File: config.mk
export PLATFORM = sky130hd
export DESIGN_NAME = ipc_top
export DESIGN_NICKNAME = d
export VERILOG_FILES = /design/src/core/ipc_top.v /design/src/core/ipc_ext_edge.v /design/src/core/ipc_arbiter.v
export VERILOG_INCLUDE_DIRS = /design/src /design/src/common
export SDC_FILE = /design/constraint.sdc
export NUM_CORES = 2
export LEC_CHECK = 0
export BUFFER_PORTS_ARGS = -buffer_cell sky130_fd_sc_hd__clkbuf_2
export CAP_MARGIN = 20
export CELL_PAD_IN_SITES_DETAIL_PLACEMENT = 1
export CELL_PAD_IN_SITES_GLOBAL_PLACEMENT = 1
export CORE_MARGIN = 3
export CORE_UTILIZATION = 44
export CTS_CLUSTER_DIAMETER = 30
export DETAILED_ROUTE_END_ITERATION = 6
export PLACE_DENSITY_LB_ADDON = 0.1
export SLEW_MARGIN = 20
export SYNTH_ARGS = -nofsm -noshare
export SYNTH_HDL_FRONTEND = slang
export SYNTH_SLANG_ARGS = --single-unit
File: constraint.sdc
create_clock -name sys_clk_i -period 122.1 [get_ports sys_clk_i]
set_input_delay 24.42 -clock sys_clk_i [delete_from_list [all_inputs] [get_ports sys_clk_i]]
set_output_delay 24.42 -clock sys_clk_i [all_outputs]
set_load 0.02 [all_outputs]
File: src/common/ipc_defines.vh
// Constants for the interrupt priority controller: offsets, fields, reset values
`ifndef IPC_DEFINES_VH
`define IPC_DEFINES_VH

// ****************************************************************
// Bus geometry
// ****************************************************************
`define IPC_ADDR_W          6
`define IPC_DATA_W          16
`define IPC_NUM_REGS        30

// ****************************************************************
// Register offsets (word index on the register port)
// ****************************************************************
`define IPC_OFS_CTRL_ONE    6'h00
`define IPC_OFS_CTRL_TWO    6'h01
`define IPC_OFS_FLAG_BASE   6'h02
`define IPC_OFS_EN_BASE     6'h07
`define IPC_OFS_PRIO_BASE   6'h0C
`define IPC_OFS_CAPTURE     6'h1E
`define IPC_OFS_STATUS      6'h1F
`define IPC_OFS_CORE_CTRL   6'h20

// ****************************************************************
// Bank sizes
// ****************************************************************
`define IPC_FLAG_REGS       5
`define IPC_EN_REGS         5
`define IPC_PRIO_REGS       18
`define IPC_SRC_PER_PRIO    4
`define IPC_NUM_SRC         72
`define IPC_NUM_BITS        80
`define IPC_VEC_OFFSET      7'h08

// ****************************************************************
// Field positions
// ****************************************************************
`define IPC_NEST_DIS_BIT    15
`define IPC_CTRL_ONE_WMASK  16'hFFFE
`define IPC_ALT_TABLE_BIT   15
`define IPC_EXT_POL_W       5
`define IPC_STATUS_PRIO_LSB 5
`define IPC_CORE_PRIO_BIT   3
`define IPC_PRIO_W          3
`define IPC_LEVEL_W         4
`define IPC_VEC_W           7
`define IPC_CAP_LEVEL_LSB   8
`define IPC_LOW3_MAX        3'h7

// ****************************************************************
// External request source positions (request index)
// ****************************************************************
`define IPC_IRQ_EXT0        0
`define IPC_IRQ_EXT1        13
`define IPC_IRQ_EXT2        29
`define IPC_IRQ_EXT3        53
`define IPC_IRQ_EXT4        54

// ****************************************************************
// Reset values
// ****************************************************************
`define IPC_RST_WORD        16'h0000
`define IPC_RST_PRIO        3'h0

`endif

File: src/core/ipc_top.v
// Interrupt priority controller: register set, request banks and CPU priority tie
//
// Behaviour
// Thirty registers: controls, flags, enables, priorities, capture; the decode maps 33, offsets 0x00-0x20 with status and core control
// Source sets flag; only software write clears
// Every source has its own enable bit
// Software priority field, eight levels per source
// Capture holds 7-bit vector, 4-bit level
// Captured level equals presented interrupt priority
// Banks in vector order, first external first
// Status bits 7:5 hold writable low priority
// Fourth priority bit read-only to software
// CPU priority is fourth bit over low three
// User interrupts off at msb or 111
// Nesting disable makes low priority read-only
// Control one: nesting disable and trap flags
// Control two: external polarity, alternate table
// Alternate select bit picks alternate table
// Polarity set: falling edge, clear: rising
// Trap flag reads 1 after trap
// Present highest priority above CPU, lowest vector
// Capture updates on the request issuing edge
`timescale 1ns/1ps
`default_nettype none
`include "ipc_defines.vh"

module ipc_top (
    // Clock and reset
    input  wire                   sys_clk_i,
    input  wire                   rstn_i,
    // Register port
    input  wire [`IPC_ADDR_W-1:0] addr_i,
    input  wire [`IPC_DATA_W-1:0] wdata_i,
    input  wire                   wr_i,
    input  wire                   rd_i,
    output reg  [`IPC_DATA_W-1:0] rdata_o,
    // Interrupt sources
    input  wire [`IPC_NUM_SRC-1:0] periph_req_i,
    input  wire [4:0]             ext_pin_i,
    input  wire [15:0]            trap_set_i,
    // CPU core side
    input  wire                   irq_ack_i,
    input  wire                   trap_entry_i,
    input  wire                   trap_exit_i,
    output reg                    irq_req_o,
    output reg  [`IPC_VEC_W-1:0]  irq_vector_o,
    output reg  [`IPC_LEVEL_W-1:0] irq_level_o,
    output reg                    alt_table_o,
    output reg  [`IPC_LEVEL_W-1:0] cpu_priority_o
);

    // ****************************************************************
    // Decode helpers
    // ****************************************************************
    function in_bank;
        input [`IPC_ADDR_W-1:0] a;
        input [`IPC_ADDR_W-1:0] base;
        input [`IPC_ADDR_W-1:0] cnt;
        begin
            in_bank = (a >= base) && (a < base + cnt);
        end
    endfunction

    function [4:0] bank_idx;
        input [`IPC_ADDR_W-1:0] a;
        input [`IPC_ADDR_W-1:0] base;
        reg   [`IPC_ADDR_W-1:0] d;
        begin
            d        = a - base;
            bank_idx = d[4:0];
        end
    endfunction

    // ****************************************************************
    // State
    // ****************************************************************
    reg  [15:0]                   ctrl_one_q;
    reg  [15:0]                   ctrl_one_d;
    reg                           alt_table_q;
    reg  [`IPC_EXT_POL_W-1:0]     ext_pol_q;
    reg  [`IPC_NUM_BITS-1:0]      flag_q;
    reg  [`IPC_NUM_BITS-1:0]      flag_d;
    reg  [`IPC_NUM_BITS-1:0]      en_q;
    reg  [`IPC_PRIO_W-1:0]        prio_q [0:`IPC_NUM_SRC-1];
    reg  [`IPC_PRIO_W-1:0]        cpu_priority_low3_q;
    reg                           cpu_priority_msb_q;
    reg  [`IPC_VEC_W-1:0]         pending_vector_number_q;
    reg  [`IPC_LEVEL_W-1:0]       pending_priority_level_q;
    reg  [`IPC_NUM_SRC-1:0]       src_set;
    reg  [15:0]                   rd_d;

    wire [4:0]                    ext_edge;
    wire [`IPC_NUM_SRC*3-1:0]     prio_bus;
    wire [`IPC_NUM_SRC-1:0]       pend;
    wire                          win_found;
    wire [6:0]                    win_index;
    wire [2:0]                    win_level;
    wire                          nesting_disable;
    wire                          user_blocked;
    wire [`IPC_LEVEL_W-1:0]       cpu_level;
    integer                       k;
    integer                       kr;

    assign nesting_disable = ctrl_one_q[`IPC_NEST_DIS_BIT];
    assign cpu_level       = {cpu_priority_msb_q, cpu_priority_low3_q};
    assign user_blocked    = cpu_priority_msb_q ||
                             (cpu_priority_low3_q == `IPC_LOW3_MAX);
    assign pend            = flag_q[`IPC_NUM_SRC-1:0] & en_q[`IPC_NUM_SRC-1:0];

    // ****************************************************************
    // External request edges
    // ****************************************************************
    ipc_ext_edge #(
        .N (`IPC_EXT_POL_W)
    ) u_ext_edge (
        .sys_clk_i (sys_clk_i),
        .rstn_i    (rstn_i),
        .pin_i     (ext_pin_i),
        .falling_i (ext_pol_q),
        .edge_o    (ext_edge)
    );

    // ****************************************************************
    // Priority bank flattened for the arbiter
    // ****************************************************************
    genvar g;
    generate
        for (g = 0; g < `IPC_NUM_SRC; g = g + 1) begin : g_prio
            assign prio_bus[g*3 +: 3] = prio_q[g];
        end
    endgenerate

    ipc_arbiter #(
        .NSRC (`IPC_NUM_SRC)
    ) u_arbiter (
        .pend_i      (pend),
        .prio_i      (prio_bus),
        .cpu_level_i (cpu_level),
        .found_o     (win_found),
        .index_o     (win_index),
        .level_o     (win_level)
    );

    // ****************************************************************
    // Request flag sources
    // ****************************************************************
    always @* begin
        src_set = periph_req_i;
        src_set[`IPC_IRQ_EXT0] = periph_req_i[`IPC_IRQ_EXT0] | ext_edge[0];
        src_set[`IPC_IRQ_EXT1] = periph_req_i[`IPC_IRQ_EXT1] | ext_edge[1];
        src_set[`IPC_IRQ_EXT2] = periph_req_i[`IPC_IRQ_EXT2] | ext_edge[2];
        src_set[`IPC_IRQ_EXT3] = periph_req_i[`IPC_IRQ_EXT3] | ext_edge[3];
        src_set[`IPC_IRQ_EXT4] = periph_req_i[`IPC_IRQ_EXT4] | ext_edge[4];
    end

    // ****************************************************************
    // Next flag bank and control one: hardware set wins over write
    // ****************************************************************
    always @* begin
        k      = 0;
        flag_d = flag_q;
        if (wr_i && in_bank(addr_i, `IPC_OFS_FLAG_BASE, `IPC_FLAG_REGS)) begin
            k = bank_idx(addr_i, `IPC_OFS_FLAG_BASE);
            flag_d[k*16 +: 16] = wdata_i;
        end
        flag_d[`IPC_NUM_SRC-1:0] = flag_d[`IPC_NUM_SRC-1:0] | src_set;
        flag_d[`IPC_NUM_BITS-1:`IPC_NUM_SRC] = 8'h00;
    end

    always @* begin
        ctrl_one_d = ctrl_one_q;
        if (wr_i && addr_i == `IPC_OFS_CTRL_ONE) begin
            ctrl_one_d = wdata_i & `IPC_CTRL_ONE_WMASK;
        end
        ctrl_one_d = ctrl_one_d | (trap_set_i & `IPC_CTRL_ONE_WMASK);
    end

    // ****************************************************************
    // Register writes
    // ****************************************************************
    always @(posedge sys_clk_i or negedge rstn_i) begin
        if (!rstn_i) begin
            ctrl_one_q  <= `IPC_RST_WORD;
            alt_table_q <= 1'b0;
            ext_pol_q   <= 5'h00;
            flag_q      <= 80'h0;
            en_q        <= 80'h0;
        end else begin
            ctrl_one_q <= ctrl_one_d;
            flag_q     <= flag_d;
            if (wr_i && addr_i == `IPC_OFS_CTRL_TWO) begin
                alt_table_q <= wdata_i[`IPC_ALT_TABLE_BIT];
                ext_pol_q   <= wdata_i[`IPC_EXT_POL_W-1:0];
            end
            if (wr_i && in_bank(addr_i, `IPC_OFS_EN_BASE, `IPC_EN_REGS)) begin
                en_q[bank_idx(addr_i, `IPC_OFS_EN_BASE)*16 +: 16] <= wdata_i;
            end
            en_q[`IPC_NUM_BITS-1:`IPC_NUM_SRC] <= 8'h00;
        end
    end

    generate
        for (g = 0; g < `IPC_NUM_SRC; g = g + 1) begin : g_prio_reg
            always @(posedge sys_clk_i or negedge rstn_i) begin
                if (!rstn_i) begin
                    prio_q[g] <= `IPC_RST_PRIO;
                end else if (wr_i && addr_i == `IPC_OFS_PRIO_BASE + g / `IPC_SRC_PER_PRIO) begin
                    prio_q[g] <= wdata_i[(g % `IPC_SRC_PER_PRIO)*4 +: 3];
                end
            end
        end
    endgenerate

    // ****************************************************************
    // CPU priority level
    // ****************************************************************
    always @(posedge sys_clk_i or negedge rstn_i) begin
        if (!rstn_i) begin
            cpu_priority_low3_q <= 3'h0;
            cpu_priority_msb_q  <= 1'b0;
        end else begin
            if (irq_ack_i) begin
                cpu_priority_low3_q <= pending_priority_level_q[2:0];
            end else if (wr_i && addr_i == `IPC_OFS_STATUS && !nesting_disable) begin
                cpu_priority_low3_q <= wdata_i[`IPC_STATUS_PRIO_LSB +: 3];
            end
            // Only the core moves the msb; software writes never reach it
            if (trap_entry_i) begin
                cpu_priority_msb_q <= 1'b1;
            end else if (trap_exit_i) begin
                cpu_priority_msb_q <= 1'b0;
            end
        end
    end

    // ****************************************************************
    // Request to the CPU and vector capture
    // ****************************************************************
    always @(posedge sys_clk_i or negedge rstn_i) begin
        if (!rstn_i) begin
            irq_req_o                <= 1'b0;
            pending_vector_number_q  <= 7'h00;
            pending_priority_level_q <= 4'h0;
        end else begin
            irq_req_o <= win_found && !user_blocked && !irq_ack_i;
            if (win_found && !user_blocked && !irq_ack_i) begin
                pending_vector_number_q  <= win_index + `IPC_VEC_OFFSET;
                pending_priority_level_q <= {1'b0, win_level};
            end
        end
    end

    always @* begin
        irq_vector_o = pending_vector_number_q;
        irq_level_o  = pending_priority_level_q;
    end

    always @(posedge sys_clk_i or negedge rstn_i) begin
        if (!rstn_i) begin
            alt_table_o    <= 1'b0;
            cpu_priority_o <= 4'h0;
        end else begin
            alt_table_o    <= alt_table_q;
            cpu_priority_o <= cpu_level;
        end
    end

    // ****************************************************************
    // Read data, valid only in the cycle after the strobe
    // ****************************************************************
    always @* begin
        kr   = 0;
        rd_d = 16'h0000;
        if (addr_i == `IPC_OFS_CTRL_ONE) begin
            rd_d = ctrl_one_q;
        end else if (addr_i == `IPC_OFS_CTRL_TWO) begin
            rd_d = {alt_table_q, 10'h000, ext_pol_q};
        end else if (in_bank(addr_i, `IPC_OFS_FLAG_BASE, `IPC_FLAG_REGS)) begin
            rd_d = flag_q[bank_idx(addr_i, `IPC_OFS_FLAG_BASE)*16 +: 16];
        end else if (in_bank(addr_i, `IPC_OFS_EN_BASE, `IPC_EN_REGS)) begin
            rd_d = en_q[bank_idx(addr_i, `IPC_OFS_EN_BASE)*16 +: 16];
        end else if (in_bank(addr_i, `IPC_OFS_PRIO_BASE, `IPC_PRIO_REGS)) begin
            kr = bank_idx(addr_i, `IPC_OFS_PRIO_BASE) * `IPC_SRC_PER_PRIO;
            rd_d = {1'b0, prio_q[kr+3], 1'b0, prio_q[kr+2],
                    1'b0, prio_q[kr+1], 1'b0, prio_q[kr]};
        end else if (addr_i == `IPC_OFS_CAPTURE) begin
            rd_d = {4'h0, pending_priority_level_q, 1'b0, pending_vector_number_q};
        end else if (addr_i == `IPC_OFS_STATUS) begin
            rd_d = {8'h00, cpu_priority_low3_q, 5'h00};
        end else if (addr_i == `IPC_OFS_CORE_CTRL) begin
            rd_d = {12'h000, cpu_priority_msb_q, 3'h0};
        end
    end

    always @(posedge sys_clk_i or negedge rstn_i) begin
        if (!rstn_i) begin
            rdata_o <= 16'h0000;
        end else begin
            rdata_o <= rd_i ? rd_d : 16'h0000;
        end
    end

endmodule

`default_nettype wire

File: src/core/ipc_ext_edge.v
// External request pins: two-stage synchroniser and polarity-selected edge detect
`timescale 1ns/1ps
`default_nettype none

module ipc_ext_edge #(
    parameter N = 5
) (
    // Clock and reset
    input  wire         sys_clk_i,
    input  wire         rstn_i,
    // Pins and polarity
    input  wire [N-1:0] pin_i,
    input  wire [N-1:0] falling_i,
    // Edge pulses
    output reg  [N-1:0] edge_o
);

    reg [N-1:0] meta_q;
    reg [N-1:0] sync_q;
    reg [N-1:0] prev_q;

    genvar g;
    generate
        for (g = 0; g < N; g = g + 1) begin : g_pin
            always @(posedge sys_clk_i or negedge rstn_i) begin
                if (!rstn_i) begin
                    meta_q[g] <= 1'b0;
                    sync_q[g] <= 1'b0;
                    prev_q[g] <= 1'b0;
                    edge_o[g] <= 1'b0;
                end else begin
                    meta_q[g] <= pin_i[g];
                    sync_q[g] <= meta_q[g];
                    prev_q[g] <= sync_q[g];
                    // Set polarity: falling edge, clear: rising edge
                    edge_o[g] <= falling_i[g] ? (prev_q[g] & ~sync_q[g])
                                              : (~prev_q[g] & sync_q[g]);
                end
            end
        end
    endgenerate

endmodule

`default_nettype wire

File: src/core/ipc_arbiter.v
// Priority arbiter: picks the highest pending source above the CPU level
`timescale 1ns/1ps
`default_nettype none

module ipc_arbiter #(
    parameter NSRC = 72
) (
    // Candidates
    input  wire [NSRC-1:0]   pend_i,
    input  wire [NSRC*3-1:0] prio_i,
    input  wire [3:0]        cpu_level_i,
    // Winner
    output reg               found_o,
    output reg  [6:0]        index_o,
    output reg  [2:0]        level_o
);

    integer i;

    always @* begin
        found_o = 1'b0;
        index_o = 7'h00;
        level_o = 3'h0;
        for (i = 0; i < NSRC; i = i + 1) begin
            // Strictly greater keeps the lower index on a tie
            if (pend_i[i] && ({1'b0, prio_i[i*3 +: 3]} > cpu_level_i) &&
                (!found_o || prio_i[i*3 +: 3] > level_o)) begin
                found_o = 1'b1;
                index_o = i[6:0];
                level_o = prio_i[i*3 +: 3];
            end
        end
    end

endmodule

`default_nettype wire

==> results.sh <==
export IMPL_outcome="completed"
export IMPL_cts_buffers=118
export IMPL_die_area_um2=85300
export IMPL_pin_count=155
export IMPL_hold_viol_final=0
export IMPL_finalNetCount=4664
export IMPL_cts_root_buf="clkbuf_16"
export IMPL_syn2layout_area_growth_pct=19.0
export IMPL_setup_violations=0
export IMPL_drc=0
export IMPL_fp_coreArea_um2=80800
export IMPL_cp_data_arrival_time_ns=114.54
export IMPL_syn_inst=3965
export IMPL_routed_via_density=6.50
export IMPL_post_route_min_period_ns=114.00
export IMPL_p_seq_share_pct=27.2
export IMPL_path_buf_inv=40
export IMPL_cpLargestDelayFamily="compound AO/OA/AOI/OAI gates"
export IMPL_cts_sinks=437
export IMPL_cp_required_ns=122.64
export IMPL_tritoncts="yes"
export IMPL_syn_num_nets=4470
export IMPL_synth_edff_count=0
export IMPL_antenna_found_initial=15
export IMPL_max_stage_delay_ns=0.52
export IMPL_crit_type="reg2reg"
export IMPL_synth_area_um2=36000
export IMPL_switching_share_pct=32.6
export IMPL_die_height_um=292
export IMPL_num_vias=34607
export IMPL_syn_area_per_cell_um2=9.08
export IMPL_rows=104
export IMPL_slew_violations=0
export IMPL_grt_pass1_wl_um=234000
export IMPL_die_w_um=292
export IMPL_wire_per_inst_um=30.1
export IMPL_grt_max_degree=155
export IMPL_critPathLaunchType="flip-flop"
export IMPL_finalClockSkew_ns=0.0897
export IMPL_holdCritPathClass="reg2reg"
export IMPL_slowest_stage="or4_1"
export IMPL_synth_seq_cells=437
export IMPL_ir_drop_uv=17.0
export IMPL_drv_cap=0
export IMPL_slew_headroom_pct=22.2
export IMPL_layout_commonest_cell="nand2_1"
export IMPL_io_buffers=152
export IMPL_clk_latency_ns=0.74
export IMPL_power_density_nw_per_um2=15.7
export IMPL_fmax_ghz=0.00877
export IMPL_gp_congestion=0.993
export IMPL_p_leak_nw=19.2
export IMPL_p_comb_share_pct=22.3
export IMPL_drt_iter0_drc=3091
export IMPL_post_dp_cell_area_um2=38000
export IMPL_ant_nets=0
export IMPL_cts_max_path_buffers=3
export IMPL_detail_route_first_pass_iterations=5
export IMPL_clkPwrFrac_pct=50.5
export IMPL_synthFlopType="dfrtp_1"
export IMPL_drt_wl_total_um=160000
export IMPL_grt_pass1_vias=34817
export IMPL_cp_max_fo=23
export IMPL_fin_area_um2=42800
export IMPL_initial_core_util_pct=44.5
export IMPL_worst_setup_path_end_kind="flip-flop"
export IMPL_grt_usage_pct=36.9
export IMPL_grt_ovfl_total=0
export IMPL_async_reset_ff_share_pct=100
export IMPL_clkSlewWorstSetupHoldPaths_ns=0.05
export IMPL_final_cell_mix="nand2_1 (477), dfrtp_1 (435), ha_1 (383)"
export IMPL_post_synth_num_cell_types=122
export IMPL_crit_top_cell="a21oi_1"
export IMPL_yosysWarningCount=0
export IMPL_worst_slew_pin_slew_ns=1.16
export IMPL_ys_seq_area_share_pct=30.4
export IMPL_dp_hpwl_um=117000
export IMPL_hold_ws_ns=0.352
export IMPL_internal_power_uw=454
export IMPL_layout_drive_gt1_share_pct=20.3
export IMPL_finalCritPeriodShare_pct=93.4
export IMPL_cts_hold_buf=0
export IMPL_htreeDepth=3
export IMPL_p_sw_uw=220
cell families (layout without fill, tap and decap cells):
kind of cell	after synthesis	in the layout	synth area share, %
simple gates	1242	1243	17.2
compound gates	1106	1106	20.8
flops	437	437	30.4
buf+inv	435	727	4.62
fa+ha+maj	399	399	13.8
mux	333	333	12.9
xor+xnor	12	12	0.292
other cells	1	7	0.0104
metal layers:
metal | up-vias | track usage, % | share of wire, % | routed length, µm
li1 | 15067 | - | - | -
met1 | 17670 | 48.2 | 41 | 65900
met2 | 1423 | 57.7 | 44 | 71200
met3 | 435 | 7.77 | 8.1 | 12900
met4 | 12 | 19.6 | 6.3 | 10000
met5 | - | 0 | 0.054 | 86
final timing paths:
| kind | from | endpoint | slack [ns] | cells past startpoint |
|---|---|---|---|---|
| max reg2reg | cpu_priority_low3_q[1] | irq_vector_o[5] | 8.10 | 582 |
| max | cpu_priority_low3_q[1] | irq_vector_o[5] | 8.10 | 582 |
| min | u_ext_edge.meta_q[3] | u_ext_edge.sync_q[3] | 0.35 | 0 |
| min reg2reg | u_ext_edge.meta_q[3] | u_ext_edge.sync_q[3] | 0.35 | 0 |
| min in group asynchronous | rstn_i | prio_bus[201] | 23.67 | 1 |
| max in group asynchronous | rstn_i | prio_bus[17] | 96.26 | 3 |
area by class of cell:
type	instances	area (µm²)
flip-flops and latches	437	10900
multi-input cells	3094	23700
repair buffers	228	1390
well taps	1060	1330
fillers	9140	38000
diodes	6	15.0
inverters	280	1070
clock buffers	145	3240
clock inverters	74	1150
power by group through the flow:
stage / clock network (mW) / registers (mW) / logic [mW]
floorplan: 0 / 0.174 / 0.0957
global placement: 0 / 0.183 / 0.140
detailed placement: 0 / 0.184 / 0.145
CTS: 0.343 / 0.182 / 0.147
global route: 0.352 / 0.184 / 0.167
finish: 0.340 / 0.183 / 0.150
sequential cells by signal (all words and copies together) (netlist names), 3 cells and up:
register / count
u_ext_edge.edge_o: 5
u_ext_edge.meta_q: 5
flag_q: 72
irq_vector_o: 7
prio_bus: 216
en_q: 72
cpu_priority_o: 4
irq_level_o: 3
u_ext_edge.sync_q: 5
rdata_o: 16
ext_pol_q: 5
ctrl_one_q: 15
u_ext_edge.prev_q: 5
cpu_priority_low3_q: 3
cells in the mapped netlist, types with 91 or more instances:
library cell    n  area, µm²
nor2_1        177        664
clkbuf_1      118        443
dfrtp_1       437      10900
a21oi_1       283       1420
a211o_1        94        823
nor2b_1       137        857
ha_1          383       4790
o21ai_0       240       1200
nand3_1        91        455
inv_1         277       1040
nand2_1       477       1790
mux2_2        203       2290
repair_timing:
action,CTS,global route
buffers inserted,0,16
endpoints found under the setup margin,0,10
resized for setup,0,63
endpoints found under the hold margin,0,0
stage by stage:
step                      TNS (ns)  util [%]  instances  worst slack (ns)  power [mW]
after floorplan                  0         -       3965             21.60       0.269
after global placement           0      47.0       5081              4.94       0.323
after detailed placement         0      47.0       5081              3.63       0.329
after CTS                        0      52.4       5300              2.79       0.672
after global routing        -0.657      53.0       5318            -0.368       0.703
final                            0      53.0       5324              8.10       0.674
Note: power is estimated with default switching activity, not from simulation.
